**src/rtl/lics_pkg.sv**
```systemverilog
package lics_pkg;

    // Timing clock is 40 MHz.
    localparam int unsigned CLK_HZ           = 40000000;
    localparam int unsigned QUALIFY_TIME_MS  = 30;
    localparam int unsigned QUALIFY_CYCLES   = CLK_HZ / 1000 * QUALIFY_TIME_MS;
    localparam int unsigned FAULT_PULSE_HZ   = 2;
    localparam int unsigned FAULT_HALF_CYCLES = CLK_HZ / (2 * FAULT_PULSE_HZ);
    localparam int unsigned CNT_W            = 25;
    localparam int unsigned ILIM_W           = 8;
    localparam logic [7:0]  RAMP_STEP_CYCLES = 8'hff;
    localparam logic [7:0]  ILIM_MAX         = 8'hff;
    localparam logic [7:0]  ILIM_LOW_SEL     = 8'h40;

    typedef enum logic [1:0] {
        LICS_MODE_HIZ,
        LICS_MODE_CHARGE,
        LICS_MODE_BOOST
    } lics_mode_type;

    typedef enum logic [2:0] {
        LICS_ST_IDLE,
        LICS_ST_QUALIFY,
        LICS_ST_PRECHARGE,
        LICS_ST_SWITCHING,
        LICS_ST_DONE,
        LICS_ST_FAULT
    } lics_state_type;

    // Comparator outputs from the analog side.
    typedef struct packed {
        logic above_uvlo;
        logic above_ovp;
        logic below_ovp_hyst;
        logic below_sleep;
        logic below_precharge;
        logic below_recharge;
        logic at_float;
        logic below_end_current;
        logic at_special_floor;
        logic at_foldback;
        logic above_shutdown;
        logic below_cool;
        logic low_side_negative;
    } lics_sense_type;

    // Power stage controls toward the analog side.
    typedef struct packed {
        logic          blocking_switch_on;
        logic          high_side_enable;
        logic          high_side_body_switch;
        logic          low_side_enable;
        logic          linear_source_on;
        logic          switching_enable;
        logic          boost_enable;
        logic          validation_load_on;
        logic          current_foldback;
        logic [ILIM_W-1:0] charge_current_cmd;
        logic [ILIM_W-1:0] input_current_limit;
    } lics_drive_type;

endpackage

```
**src/rtl/lics_sequencer.sv**
```systemverilog
`timescale 1ns/1ps
module lics_sequencer (
    input  wire logic                     core_clk_i,
    input  wire logic                     rst_n_i,
    input  wire logic                     boost_request_pin_i,
    input  wire logic                     charge_inhibit_pin_i,
    input  wire logic                     input_limit_sel_i,
    input  wire lics_pkg::lics_sense_type sense_i,
    output logic                          stat_oe_o,
    output logic                          stat_o,
    output lics_pkg::lics_drive_type      drive_o,
    output lics_pkg::lics_mode_type       mode_o,
    output lics_pkg::lics_state_type      state_o
);

    localparam int unsigned SYNC_W = $bits(lics_pkg::lics_sense_type) + 3;

    typedef struct packed {
        logic [SYNC_W-1:0]                 sync1;
        logic [SYNC_W-1:0]                 sync2;
        lics_pkg::lics_state_type          state;
        lics_pkg::lics_mode_type           mode;
        logic [lics_pkg::CNT_W-1:0]        qual_cnt;
        logic [lics_pkg::CNT_W-1:0]        blink_cnt;
        logic                              blink;
        logic [7:0]                        ramp_cnt;
        logic [lics_pkg::ILIM_W-1:0]       cur_cmd;
        logic                              inhibit_prev;
        logic                              uvlo_prev;
        logic                              ovp_latched;
        logic                              thermal_latched;
        logic                              stat_oe;
        logic                              stat;
        lics_pkg::lics_drive_type          drive;
    } lics_regs_type;

    lics_regs_type r;
    lics_regs_type nxt;

    lics_pkg::lics_sense_type s;
    logic boost_req;
    logic inhibit;
    logic limit_sel;
    logic in_range;
    logic fault;
    logic restart;
    logic [lics_pkg::ILIM_W-1:0] in_lim;

    // Every pin crosses two flops; only the second stage is read.
    assign {s, boost_req, inhibit, limit_sel} = r.sync2;

    always_comb begin
        nxt       = r;
        nxt.sync1 = {sense_i, boost_request_pin_i, charge_inhibit_pin_i, input_limit_sel_i};
        nxt.sync2 = r.sync1;
        // Both edge detectors reset to the idle level of their inputs, so reset brings no false edge.
        nxt.inhibit_prev = inhibit;
        nxt.uvlo_prev    = s.above_uvlo;

        if (limit_sel) begin
            in_lim = lics_pkg::ILIM_MAX;
        end else begin
            in_lim = lics_pkg::ILIM_LOW_SEL;
        end

        in_range = 1'b0;
        if (s.above_uvlo && !s.above_ovp && !r.ovp_latched) begin
            in_range = 1'b1;
        end

        // The latch holds the fault through the hysteresis band so the blocking switch cannot chatter.
        if (s.above_ovp) begin
            nxt.ovp_latched = 1'b1;
        end else if (s.below_ovp_hyst) begin
            nxt.ovp_latched = 1'b0;
        end

        // Release waits for the die to cool, not merely to fall below the trip level.
        if (s.above_shutdown) begin
            nxt.thermal_latched = 1'b1;
        end else if (s.below_cool) begin
            nxt.thermal_latched = 1'b0;
        end

        fault = 1'b0;
        if (r.ovp_latched || s.above_ovp) begin
            fault = 1'b1;
        end

        if (r.thermal_latched || s.above_shutdown) begin
            fault = 1'b1;
        end

        if (s.below_sleep && s.above_uvlo) begin
            fault = 1'b1;
        end

        if (!s.above_uvlo) begin
            fault = 1'b1;
        end

        // Restart triggers; a rising supply with a low battery is caught as a new qualify.
        restart = 1'b0;
        if (inhibit != r.inhibit_prev) begin
            restart = 1'b1;
        end

        if (s.above_uvlo && !r.uvlo_prev && s.below_precharge) begin
            restart = 1'b1;
        end

        // A boost request wins over charging, even with a valid supply present.
        if (boost_req) begin
            nxt.mode = lics_pkg::LICS_MODE_BOOST;
        end else if (!s.above_uvlo) begin
            nxt.mode = lics_pkg::LICS_MODE_HIZ;
        end else if (inhibit) begin
            nxt.mode = lics_pkg::LICS_MODE_HIZ;
        end else begin
            nxt.mode = lics_pkg::LICS_MODE_CHARGE;
        end

        // The qualify count restarts on any excursion, so only an unbroken window counts.
        if (r.state != lics_pkg::LICS_ST_QUALIFY) begin
            nxt.qual_cnt = '0;
        end else if (!in_range) begin
            nxt.qual_cnt = '0;
        end else if (r.qual_cnt != lics_pkg::CNT_W'(lics_pkg::QUALIFY_CYCLES)) begin
            nxt.qual_cnt = r.qual_cnt + 1'b1;
        end

        // Faults are checked before precharge and switching move on; qualify checks after mode, idle and done never.
        unique case (r.state)
            lics_pkg::LICS_ST_IDLE: begin
                if (nxt.mode == lics_pkg::LICS_MODE_CHARGE) begin
                    nxt.state = lics_pkg::LICS_ST_QUALIFY;
                end
            end

            lics_pkg::LICS_ST_QUALIFY: begin
                if (r.mode != lics_pkg::LICS_MODE_CHARGE) begin
                    nxt.state = lics_pkg::LICS_ST_IDLE;
                end else if (fault) begin
                    nxt.state = lics_pkg::LICS_ST_FAULT;
                end else if (r.qual_cnt == lics_pkg::CNT_W'(lics_pkg::QUALIFY_CYCLES) && !fault) begin
                    nxt.state = s.below_precharge ? lics_pkg::LICS_ST_PRECHARGE
                                                  : lics_pkg::LICS_ST_SWITCHING;
                end
            end

            lics_pkg::LICS_ST_PRECHARGE: begin
                if (fault) begin
                    nxt.state = lics_pkg::LICS_ST_FAULT;
                end else if (!s.below_precharge) begin
                    nxt.state = lics_pkg::LICS_ST_SWITCHING;
                end
            end

            lics_pkg::LICS_ST_SWITCHING: begin
                if (fault) begin
                    nxt.state = lics_pkg::LICS_ST_FAULT;
                end else if (s.at_float && s.below_end_current) begin
                    nxt.state = lics_pkg::LICS_ST_DONE;
                end
            end

            lics_pkg::LICS_ST_DONE: begin
                if (s.below_recharge || restart) begin
                    nxt.state = lics_pkg::LICS_ST_QUALIFY;
                end else if (r.mode != lics_pkg::LICS_MODE_CHARGE) begin
                    nxt.state = lics_pkg::LICS_ST_IDLE;
                end
            end

            lics_pkg::LICS_ST_FAULT: begin
                // Leaving through qualify gives the 30 ms recovery after any fault.
                if (!fault) begin
                    nxt.state = lics_pkg::LICS_ST_QUALIFY;
                end
            end
            default: begin
                nxt.state = lics_pkg::LICS_ST_IDLE;
            end
        endcase

        // A phase in progress falls back to idle once charge mode is gone; a fault keeps its own exit.
        if (r.mode != lics_pkg::LICS_MODE_CHARGE) begin
            if (r.state != lics_pkg::LICS_ST_IDLE && r.state != lics_pkg::LICS_ST_FAULT) begin
                nxt.state = lics_pkg::LICS_ST_IDLE;
            end
        end
        // A restart goes through qualification again, so supply validation always repeats.
        if (restart) begin
            if (r.state != lics_pkg::LICS_ST_IDLE && r.state != lics_pkg::LICS_ST_FAULT) begin
                nxt.state = lics_pkg::LICS_ST_QUALIFY;
            end
        end

        // Slow current ramp; held when the supply sags to the special floor, stepped down while the die is hot.
        if (r.state != lics_pkg::LICS_ST_SWITCHING) begin
            nxt.cur_cmd  = '0;
            nxt.ramp_cnt = '0;
        end else if (s.at_foldback) begin
            nxt.ramp_cnt = '0;
            if (r.cur_cmd != '0) begin
                nxt.cur_cmd = r.cur_cmd - 1'b1;
            end
        end else if (r.ramp_cnt != lics_pkg::RAMP_STEP_CYCLES) begin
            nxt.ramp_cnt = r.ramp_cnt + 1'b1;
        end else begin
            nxt.ramp_cnt = '0;
            if (s.at_special_floor) begin
                nxt.cur_cmd = r.cur_cmd;
            end else if (r.cur_cmd < in_lim) begin
                nxt.cur_cmd = r.cur_cmd + 1'b1;
            end
        end

        if (!fault) begin
            nxt.blink_cnt = '0;
            nxt.blink     = 1'b0;
        end else if (r.blink_cnt == lics_pkg::CNT_W'(lics_pkg::FAULT_HALF_CYCLES - 1)) begin
            nxt.blink_cnt = '0;
            nxt.blink     = !r.blink;
        end else begin
            nxt.blink_cnt = r.blink_cnt + 1'b1;
        end

        // Open-drain status: enable high means pulling low.
        // A fault outside charge mode leaves the pin to the phase.
        if (fault && r.mode == lics_pkg::LICS_MODE_CHARGE) begin
            nxt.stat_oe = r.blink;
        end else begin
            unique case (r.state)
                lics_pkg::LICS_ST_PRECHARGE, lics_pkg::LICS_ST_SWITCHING: begin
                    nxt.stat_oe = 1'b1;
                end
                default: begin
                    nxt.stat_oe = 1'b0;
                end
            endcase
        end
        nxt.stat = 1'b0;

        // The blocking switch opens on overvoltage and stays open until the fault clears.
        if (s.above_ovp || r.ovp_latched || r.mode == lics_pkg::LICS_MODE_HIZ) begin
            nxt.drive.blocking_switch_on = 1'b0;
        end else begin
            nxt.drive.blocking_switch_on = 1'b1;
        end

        if (s.below_sleep && s.above_uvlo) begin
            nxt.drive.high_side_body_switch = 1'b1;
        end else begin
            nxt.drive.high_side_body_switch = 1'b0;
        end

        if (r.state == lics_pkg::LICS_ST_PRECHARGE) begin
            nxt.drive.linear_source_on = 1'b1;
        end else begin
            nxt.drive.linear_source_on = 1'b0;
        end

        // Switching stops in the cycle a fault is seen, on the same edge as the state register enters fault.
        if (r.state == lics_pkg::LICS_ST_SWITCHING && !fault) begin
            nxt.drive.switching_enable = 1'b1;
            nxt.drive.high_side_enable = 1'b1;
        end else begin
            nxt.drive.switching_enable = 1'b0;
            nxt.drive.high_side_enable = 1'b0;
        end

        // Reverse current out of the battery is cut at once, whatever the phase.
        if (r.state == lics_pkg::LICS_ST_SWITCHING && !fault && !s.low_side_negative) begin
            nxt.drive.low_side_enable = 1'b1;
        end else begin
            nxt.drive.low_side_enable = 1'b0;
        end

        if (r.mode == lics_pkg::LICS_MODE_BOOST) begin
            nxt.drive.boost_enable = 1'b1;
        end else begin
            nxt.drive.boost_enable = 1'b0;
        end

        if (r.state == lics_pkg::LICS_ST_QUALIFY && s.above_uvlo) begin
            nxt.drive.validation_load_on = 1'b1;
        end else begin
            nxt.drive.validation_load_on = 1'b0;
        end

        // Foldback is passed to the analog loop as well as stepping the ramp down.
        if (s.at_foldback) begin
            nxt.drive.current_foldback = 1'b1;
        end else begin
            nxt.drive.current_foldback = 1'b0;
        end

        nxt.drive.charge_current_cmd  = r.cur_cmd;
        nxt.drive.input_current_limit = in_lim;
    end

    always_ff @(posedge core_clk_i or negedge rst_n_i) begin
        if (!rst_n_i) begin
            r <= '0;
        end else begin
            r <= nxt;
        end
    end

    // Outputs come straight from the register copy, so they never glitch.
    assign stat_oe_o = r.stat_oe;
    assign stat_o    = r.stat;
    assign drive_o   = r.drive;
    assign mode_o    = r.mode;
    assign state_o   = r.state;

endmodule

```
**config.mk**
```make
export PLATFORM = sky130hd
export DESIGN_NAME = lics_sequencer
export DESIGN_NICKNAME = d
export VERILOG_FILES = /design/src/rtl/lics_pkg.sv /design/src/rtl/lics_sequencer.sv
export SDC_FILE = /design/constraint.sdc
export NUM_CORES = 1
export LEC_CHECK = 0
export BUFFER_PORTS_ARGS = -buffer_cell sky130_fd_sc_hd__buf_2
export CAP_MARGIN = 25
export CORE_MARGIN = 2
export CORE_UTILIZATION = 40
export CTS_BUF_LIST = sky130_fd_sc_hd__clkbuf_16
export DETAILED_ROUTE_END_ITERATION = 10
export GPL_ROUTABILITY_DRIVEN = 0
export GPL_TIMING_DRIVEN = 1
export PLACE_DENSITY_LB_ADDON = 0.25
export SYNTH_ARGS = -nofsm -noshare
export SYNTH_HDL_FRONTEND = slang
export SYNTH_SLANG_ARGS = --single-unit
```
**constraint.sdc**
```tcl
create_clock -name core_clk_i -period 4.4 [get_ports core_clk_i]
set_input_delay 0.66 -clock core_clk_i [delete_from_list [all_inputs] [get_ports core_clk_i]]
set_output_delay 0.66 -clock core_clk_i [all_outputs]
set_load 0.03 [all_outputs]
```
== Word-level counts from Yosys, hierarchy flattened ==
Cells that the tools add are included.
Storage, ports and cells
  flip-flop bits (word level): 133
  word-level logic and storage cells: 138
Operators by class
  add/subtract/negate cells: 5
  magnitude comparators: 1
  equal/unequal tests: 22
  mux-type cells: 55
  reduce and logical (&&, ||, !) cells: 31
Operator list (number)
  25-bit 2-to-1 mux: 4
  25-bit by 1-bit adder with 25-bit output, second input constant: 2
  8-bit 2-to-1 mux: 6
  3-bit 2-to-1 mux: 15
  16-bit 2-to-1 mux: 2
  26-bit 2-to-1 mux: 1
  25-bit by 21-bit equality test with 1-bit output, second input constant: 1
  25-bit by 24-bit equality test with 1-bit output, second input constant: 1
  1-bit 2-to-1 mux: 25
  25-bit by 21-bit != test with 1-bit output, second input constant: 1
  3-bit case mux with 6 select lines: 1
  8-bit by 1-bit adder with 8-bit output, second input constant: 2
  1-bit logical AND: 12
  3-bit by 1-bit != test with 1-bit output, second input constant: 3
  8-bit < comparator: 1
  8-bit != test, second input constant: 1
  8-bit nonzero test: 1
  8-bit by 1-bit subtractor with 8-bit output, second input constant: 1
  3-bit by 2-bit equality test with 1-bit output, second input constant: 2
  3-bit equality test, second input constant: 2
  1-bit logical NOT: 6
  3-bit by 2-bit != test with 1-bit output, second input constant: 2
  3-bit != test, second input constant: 2
  3-bit nonzero test: 2
  other kinds (12): 18

== Depth between registers and ports, before layout ==
Gate-level depths: netlist of the first run.
  word-level depth: 15
  mapped depth: 8
  gate-level depth less buffers: 8

== Least setup slack after synthesis of the first run ==
Ideal clock, no wire load.
  kind: reg2reg
  from: register r (netlist bit limit_sel)
  to: register r (netlist bit nxt[12])
  arrival: 1.936 ns
  data required time: 4.275 ns
  slack: 2.340 ns
  stages on the path, launching flop included: 9
  buffers on the path: 0
  cell sequence: dfrtp_1 > inv_1 > ha_1 > and3_1 > nand2_1 > a2111oi_2 > o21ai_2 > nor2_1 > mux2_2
On the way
  longest elaborated chain between the ends: 4
Ends and longest elaborated chain
  from (decl): RTL line lics_sequencer.sv:37  | lics_regs_type r;
  from (signal assigned): RTL line lics_sequencer.sv:307  | r <= nxt;
  8-bit 2-to-1 mux: RTL line lics_sequencer.sv:60  | if (limit_sel) begin
  8-bit < comparator: RTL line lics_sequencer.sv:214  | end else if (r.cur_cmd < in_lim) begin
  3-bit nonzero test (no source line)
  4-bit AND reduction (no source line)
Every way passes these cells.
A chain may end at the register's enable or synchronous reset.

== Worst setup path in the final report of the first run ==
  from: register r[109] (netlist name)
  to: register r (netlist bit nxt[15])
On the way
  longest elaborated chain between the ends: 2
  elaborated cells on any way between the ends: 7
  classes of those cells: eq/ne: 3; mux: 2; reduce/logical: 2
Ends and longest elaborated chain
  3-bit by 1-bit != test with 1-bit output (no source line), or another cell as far along
  4-bit AND reduction (no source line) / 16-bit 2-to-1 mux (equally long branches)
Several ways; a longest one is shown, not always the timed one.

==> run summary, run 1 <==
Status - finished, final reports clean
# diodes - 0
Final setup viols - 0
CP Class - reg2reg
CP arrival - 2.78 ns
Predominant post-synthesis flop cell - dfrtp_1
TNS Setup - 0 ns
Area Growth Syn to Fin - 14.3%
Top post-synthesis cells by area - dfrtp_1 (56%), xor2_1 (5.5%), nor2_1 (4.7%)
Post-CTS setup repair buffer count - 0
Tcrit/Tclk final - 0.555
Most frequent cells in the layout - dfrtp_1 (127), nor2_1 (71), buf_2 (47)
Synth warn - 0
FF-to-FF setup slack - 1.96 ns
DRC errors left - 0
Chip Height - 123 um
Power, Total - 2.87 mW
CTS sink cnt - 127
Syn nets - 573
Layout fillers - 1271
Vias in the first global route - 3659
Hold_buf cts - 0
Num CTS Buffers - 17
IR drop worst, VDD - 0.000283 V
Post-Synth Simple-Gate Area - 0.198
DR vias - 3883
Die extent in x - 123 um
DR WL/cell - 13.6 um
Final min period - 2.44 ns
Unrepaired setup endpoints after global routing - no
Layout Nets - 600
Post-synthesis sequential area ratio - 0.557
Design Area, Final - 6530 um^2
Clk Latency, worst-skew pair - 0.42 ns
Fin. Hold Viols - 0
Post-synthesis cell count - 538
Gr usage total - 0.148
Root buffer cell - clkbuf_16
Area leader, netlist - dfrtp_1
Hold Path Class - in2async
Fmax achieved - 410 MHz
Max_cap viols - 0
Worst setup EP type - flop
Power Density - 439 nW/um^2
Post-synthesis register bit count - 127
Iteration-0 DRC Markers - 236
Post-Synth Adder-Cell Area - 0.0386
Netlist Area Pre-Place - 5710 um^2
DRT Pass-1 Iters - 4
Post-cts sizing count - 0
Clk_skew - 0.00690 ns
Post-synth EDFFs - 0
H-tree depth - 4
Crit-path max FO - 15
First-pass GRT wire length - 17300 um
Worst Max-Slew Pin Slew - 0.835 ns
CTS Buffer Depth - 2
Layout Cells excl Fill - 758
Initial Util - 0.410
Post-synthesis mux area share - 0.00570
Synth top area share - 0.557
GRT Residual Overflow - 0
Final wirelength - 10300 um
Largest net degree at the start of global routing - 82
Commonest non-fill, non-tap cell in the layout - dfrtp_1
Post-Synth XOR/XNOR Area - 0.0783
Ratio of cells with drive above 1 in the final layout - 0.156
Synth Area in Compound Gates - 0.0640
Die Footprint - 15200 um^2
Post-route ant nets - 0
Initial antenna violation count - 0
Static leakage - 2.97 nW
Clock transition at path regs - 0.06 ns
Site Rows - 43
Slew headroom - 0.442
Port bufs - 48
TritonCTS clock tree - built
R2r worst-path depth - 7
I/O pin count - 50
CP required - 4.74 ns
Placeable Area - 13900 um^2
Post-synthesis async set-or-reset flop share - 1.00
Pins Over Slew Limit - 0
Yosys cell types - 52
Startpoint Class - flop
Post-Place Cells - 725
Largest family of logic cells by synthesized area - simple AND/OR/NAND/NOR gates
Syn_area_per_cell - 10.6 um^2
DP HPWL - 6980 um
Placed cell areas - 5900 um^2
DR vias/cell - 5.12
layer usage:
layer  vias to the layer above  wire [um]  track usage
li1                       1877          -            -
met3                        20        464       0.0489
met4                         0        218       0.0689
met2                        89       4850        0.227
met1                      1897       4800        0.189
met5                         -          0            0
registers in the layout (all words and copies together) (netlist names):
signal     cells
stat_oe_o      1
r             75
state_o        3
limit_sel      1
drive_o       18
inhibit        1
mode_o         2
boost_req      1
nxt           25
worst max-delay path, stage by stage (launching register included):
cell      delay (ns)
dfrtp_1         0.70
ha_1            0.38
and3_1          0.20
a221oi_1        0.33
a21oi_1         0.13
xnor2_1         0.15
or3_1           0.32
a21oi_1         0.14
kinds of logic after synthesis:
kind of cell | Yosys count
AND/OR/NAND/NOR | 224
multiplexers | 3
flip-flops | 127
adder cells (fa/ha/maj) | 17
AO/OA/AOI/OAI | 61
buffers and inverters | 53
XOR/XNOR | 51
other | 2
worst paths after layout:
| kind | endpoint | start |
|---|---|---|
| max | nxt[15] | r[109] |
| min in group core_clk_i | nxt[107] | sense_i[1] |
| min reg2reg | r[111] | nxt[111] |
| max in group asynchronous | r[83] | rst_n_i |
| max reg2reg | nxt[15] | r[109] |
| min | nxt[108] | rst_n_i |
Yosys cell counts (4+ instances only):
master and n:
a21o_1 4, a21oi_1 21, and3_1 10, and4_1 4, buf_4 33, clkbuf_1 8
dfrtp_1 127, ha_1 16, inv_1 10, nand2_1 39, nand3_1 20, nand4_1 18
nor2_1 71, nor2b_1 7, nor3_1 15, nor4_1 4, o21ai_0 17, or3_1 11
xnor2_1 15, xor2_1 36
where the power goes:
group	switching, mW	internal [mW]
logic	0.115	0.0747
clock network	0.512	0.885
registers	0.0527	1.23
final cells by class:
cell class	count	area [um^2]	share of cell area
Timing Repair Buffer	51	285	0.0437
Inverter	10	37.5	0.00575
Clock buffer	17	425	0.0652
Multi-Input combinational cell	358	2200	0.338
Clock inverter	15	170	0.0261
Sequential cell	127	3180	0.487
Tap cell	180	225	0.0345
metrics by stage:
stage | util | worst slack [ns] | hold WS (ns)
floorplan | - | 2.34 | 0.331
global placement | 0.424 | 2.04 | 0.333
detailed placement | 0.424 | 1.97 | 0.336
CTS | 0.466 | 1.96 | 0.325
global route | 0.468 | 1.76 | 0.192
finish | 0.468 | 1.96 | 0.174
(Power assumes the default switching activity.)
==> run 2: changes to the inputs <==
==> constraint.sdc (replaced) <==
create_clock -name core_clk_i -period 2.5 [get_ports core_clk_i]
set_input_delay 0.375 -clock core_clk_i [delete_from_list [all_inputs] [get_ports core_clk_i]]
set_output_delay 0.375 -clock core_clk_i [all_outputs]
set_load 0.03 [all_outputs]
==> run summary, run 2 (synthesis results as in run 1) <==
IR drop worst, VDD - 0.000841 V
H-tree depth - 4
Slew headroom - 0.593
M1 GR Usage - 0.206
Capturing point of the worst reg2reg path - nxt[15]
DP HPWL - 7240 um
DRT Pass-1 Iters - 4
WHS Endpoint - nxt[112]
Met3 GRT Util - 0.0484
Layout Nets - 606
Most frequent cells in the layout - dfrtp_1 (127), nor2_1 (71), buf_2 (47)
Clock transition at path regs - 0.06 ns
Multi-input logic area - 2200 um^2
Final min period - 2.27 ns
R2r startpoint - r[109]
Clk Latency, worst-skew pair - 0.41 ns
Site Rows - 43
Hold Crit Start - sense_i[6]
DR WL/cell - 13.8 um
Post-Place Cells - 731
R2r worst-path depth - 7
# diodes - 0
FF-to-FF setup slack - 0.23 ns
Worst hold slack - 0.0719 ns
Initial antenna violation count - 0
Placeable Area - 13900 um^2
Sequential cell area - 3180 um^2
Max_cap viols - 0
TritonCTS clock tree - built
Final wirelength - 10500 um
Die Footprint - 15200 um^2
Chip Height - 123 um
DR vias - 3883
Iteration-0 DRC Markers - 256
Commonest non-fill, non-tap cell in the layout - dfrtp_1
Gr usage total - 0.154
Layout fillers - 1287
First-pass GRT wire length - 18100 um
Unrepaired setup endpoints after global routing - no
Worst setup EP type - flop
Fmax achieved - 441 MHz
CTS sink cnt - 127
Startpoint Class - flop
Vias in the first global route - 3790
Post-cts sizing count - 0
Setup crit start - r[109]
Fin. Hold Viols - 0
GR met2 Demand/Resource - 0.235
Worst Max-Slew Pin Slew - 0.606 ns
Clk_skew - 0.00570 ns
DRC errors left - 0
Max reg flops - 75
Layout Cells excl Fill - 764
Num CTS Buffers - 17
Initial Util - 0.410
Crit-path max FO - 11
Tcrit/Tclk final - 0.906
GRT Max-Usage Layer - met2
CP required - 2.83 ns
Final setup viols - 0
Ratio of cells with drive above 1 in the final layout - 0.163
CP arrival - 2.59 ns
Post-route ant nets - 0
Pins Over Slew Limit - 0
Largest register by flop count - r
CTS Buffer Depth - 2
Status - finished, final reports clean
CP Class - reg2reg
Hold Path Class - in2reg
Hold depth - 1
DR vias/cell - 5.08
Static leakage - 3.01 nW
Root buffer cell - clkbuf_16
TNS Setup - 0 ns
Port bufs - 48
Area Growth Syn to Fin - 15.5%
Power Density - 780 nW/um^2
Largest net degree at the start of global routing - 69
GRT Residual Overflow - 0
Die extent in x - 123 um
I/O pin count - 50
-- run 2: cell types whose count changed in the layout (fill, tap and decap cells not counted), sizes merged --
cell,previous run,this run
buf,51,56
clkinv,9,6
inv,11,13
bufinv,3,4
dlygate4sd3,0,1
-- run 2: power breakdown --
part | internal (mW) | switching [mW] | total [mW]
Combinational | 0.137 | 0.205 | 0.341
Clock | 1.66 | 0.885 | 2.55
Sequential | 2.16 | 0.0931 | 2.25
-- run 2: worst max path at each step --
stage,depth (start not counted),endpoint
after detailed placement,7,nxt[15]
after global routing,7,nxt[14]
final,7,nxt[15]
after floorplan,8,nxt[12]
after global placement,7,nxt[15]
after CTS,7,nxt[15]
-- run 2: critical path, cell delays in order (launching register included) --
cell	delay (ns)
dfrtp_1	0.58
ha_1	0.36
and3_1	0.21
a221oi_1	0.31
a21oi_1	0.13
xnor2_1	0.15
or3_1	0.31
a21oi_1	0.15
-- run 2: final cells by class --
cell class                 count  area share
tap                          180      0.0342
sequential                   127       0.482
multi-input combinational    358       0.334
timing repair buffer          57      0.0494
inverter                      10     0.00569
clock inverter                15      0.0296
clock buffer                  17      0.0645
-- run 2: repair_timing --
action,CTS,global route
hold endpoints to repair,21,0
hold buffers,1,0
buffers inserted,0,0
-- run 2: through the flow --
stage,instance area [um^2],power (mW),utilization,worst slack [ns]
after detailed placement,5960,2.63,0.428,0.254
final,6590,5.14,0.473,0.235
after global placement,5960,2.61,0.428,0.297
after CTS,6590,5.20,0.473,0.238
after floorplan,5710,2.51,-,0.440
after global routing,6590,5.38,0.473,0.0890
-- run 2: layer usage --
layer,up-vias,share of wire,routed length [um]
li1,1892,-,-
met1,1910,0.47,4960
met2,73,0.47,4970
met3,8,0.041,429
met4,0,0.014,144
met5,-,0,0
==> run 3: changes to the inputs <==
--- a/config.mk
+++ b/config.mk
@@ -5,6 +5,7 @@
 export SDC_FILE = /design/constraint.sdc
 export NUM_CORES = 1
 export LEC_CHECK = 0
+export ABC_AREA = 1
 export BUFFER_PORTS_ARGS = -buffer_cell sky130_fd_sc_hd__buf_2
 export CAP_MARGIN = 25
 export CORE_MARGIN = 2
==> run summary, run 3 <==
Clk Latency, worst-skew pair - 0.43 ns
Post-synth EDFFs - 0
Chip Height - 128 um
Dpl ws - 0.604 ns
Layout Nets - 758
Post-route ant nets - 0
DRT Pass-1 Iters - 5
Worst setup EP type - flop
R2r startpoint - r[109]
Yosys cell types - 45
Post-synthesis cell count - 684
Buf/Inv on CP - 0
Hold_buf cts - 1
Most frequent cells in the layout - dfrtp_1 (127), nand2_1 (123), nor2_1 (79)
Fmax achieved - 523 MHz
Post-Synth XOR/XNOR Area - 0.0271
Synth top area share - 0.517
Clock transition at path regs - 0.06 ns
Post-cts sizing count - 0
Layout fillers - 1430
Ratio of cells with drive above 1 in the final layout - 0.178
CP arrival - 2.22 ns
Delay-heaviest family, CP - flip-flops
CTS Buffer Depth - 2
Synth Area in Compound Gates - 0.0727
Post-Synth Simple-Gate Area - 0.258
Site Rows - 45
Post-synthesis async set-or-reset flop share - 1.00
Gr usage total - 0.169
Placeable Area - 15100 um^2
Port bufs - 48
Area Growth Syn to Fin - 14.4%
Crit-path max FO - 11
Post-synthesis register bit count - 127
DR WL/cell - 13.4 um
Worst Max-Slew Pin Slew - 0.616 ns
Iteration-0 DRC Markers - 276
Status - finished, final reports clean
Post-Synth Adder-Cell Area - 0.0358
Synth warn - 0
Final wirelength - 12400 um
Hold depth - 1
TNS Setup - 0 ns
DR vias/cell - 5.03
Commonest non-fill, non-tap cell in the layout - dfrtp_1
Max_cap viols - 0
Die extent in x - 128 um
Netlist Area Pre-Place - 6150 um^2
Capturing point of the worst reg2reg path - nxt[14]
Critical Path Stages - 6
Largest register by flop count - r
I/O pin count - 50
Initial Util - 0.407
Final worst setup slack - 0.588 ns
Crit-path cells - ha_1, a21oi_1, o211ai_1, or2_2, nand2_1, o21ai_2
Top post-synthesis cells by area - dfrtp_1 (52%), nand2_1 (7.5%), nor2_1 (4.8%)
Pins Over Slew Limit - 0
Post-CTS setup repair buffer count - 0
Hold Crit Start - sense_i[5]
Slowest CP cell - dfrtp_1
Area leader, netlist - dfrtp_1
Hold Path Class - in2reg
Fin. Hold Viols - 0
Startpoint Class - flop
Tcrit/Tclk final - 0.765
Power Density - 747 nW/um^2
IR drop worst, VDD - 0.000860 V
CTS sink cnt - 127
Initial antenna violation count - 0
Clk_skew - 0.00692 ns
Syn nets - 719
Static leakage - 3.30 nW
H-tree depth - 4
CP Class - reg2reg
Post-synthesis mux area share - 0
Largest family of logic cells by synthesized area - simple AND/OR/NAND/NOR gates
DRC errors left - 0
R2r worst-path depth - 6
DR vias - 4645
Final setup viols - 0
Predominant post-synthesis flop cell - dfrtp_1
First-pass GRT wire length - 21700 um
Max reg flops - 75
Root buffer cell - clkbuf_16
FF-to-FF setup slack - 0.59 ns
Slew headroom - 0.590
WHS Endpoint - nxt[111]
Commonest cells post-synth - dfrtp_1 (127), nand2_1 (123), nor2_1 (79)
Num CTS Buffers - 17
Post-synthesis sequential area ratio - 0.517
Final min period - 1.91 ns
# diodes - 0
Max incr delay on CP - 0.59 ns
GRT Residual Overflow - 0
CP required - 2.81 ns
Die Footprint - 16400 um^2
Syn_area_per_cell - 8.99 um^2
Unrepaired setup endpoints after global routing - no
Most common cell in the netlist - dfrtp_1
TritonCTS clock tree - built
Vias in the first global route - 4659
Largest net degree at the start of global routing - 47
DP HPWL - 9150 um
run 3: routing by layer:
metal  wire length (um)  track usage  up-vias
met1               5680        0.217     2195
met4                265       0.0776        0
met3                724       0.0530       24
met2               5750        0.264      127
li1                   -            -     2299
met5                  0            0        -
run 3: how the worst max path moves through the flow:
stage | start | end | slack, ns
final | r[109] | nxt[14] | 0.59
after global routing | r[73] | r[89] | 0.34
after CTS | r[109] | nxt[14] | 0.59
after detailed placement | r[109] | nxt[14] | 0.60
after global placement | r[109] | nxt[14] | 0.66
after floorplan | r[109] | nxt[14] | 0.78
run 3: cell families after synthesis:
kind of cell             Yosys count
flip-flops                       127
AO/OA/AOI/OAI                     77
adder cells (fa/ha/maj)           17
other                              2
AND/OR/NAND/NOR                  334
XOR/XNOR                          19
buffers and inverters            108
run 3: metrics by stage:
| stage | std cells | instance area [um^2] | hold WS, ns | utilization | power [mW] |
|---|---|---|---|---|---|
| floorplan | 684 | 6150 | 0.0794 | - | 2.64 |
| global placement | 891 | 6420 | 0.333 | 0.426 | 2.78 |
| detailed placement | 891 | 6420 | 0.335 | 0.426 | 2.79 |
| CTS | 924 | 7030 | 0.0328 | 0.466 | 5.32 |
| global route | 924 | 7030 | 0.0310 | 0.466 | 5.50 |
| finish | 924 | 7030 | 0.0487 | 0.466 | 5.25 |
run 3: area by class of cell:
cell class,count,area (um^2),area share
inverters,72,275,0.0391
flip-flops and latches,127,3180,0.452
well taps,188,235,0.0334
repair buffers,56,318,0.0452
clock buffers,17,425,0.0605
clock inverters,15,174,0.0247
multi-input cells,449,2430,0.345
run 3: where the power goes:
part | switching (mW) | leakage (nW) | internal, mW | total, mW
combinational | 0.335 | 1.36 | 0.152 | 0.487
sequential | 0.0942 | 1.65 | 2.17 | 2.26
clock | 1.01 | 0.281 | 1.50 | 2.50
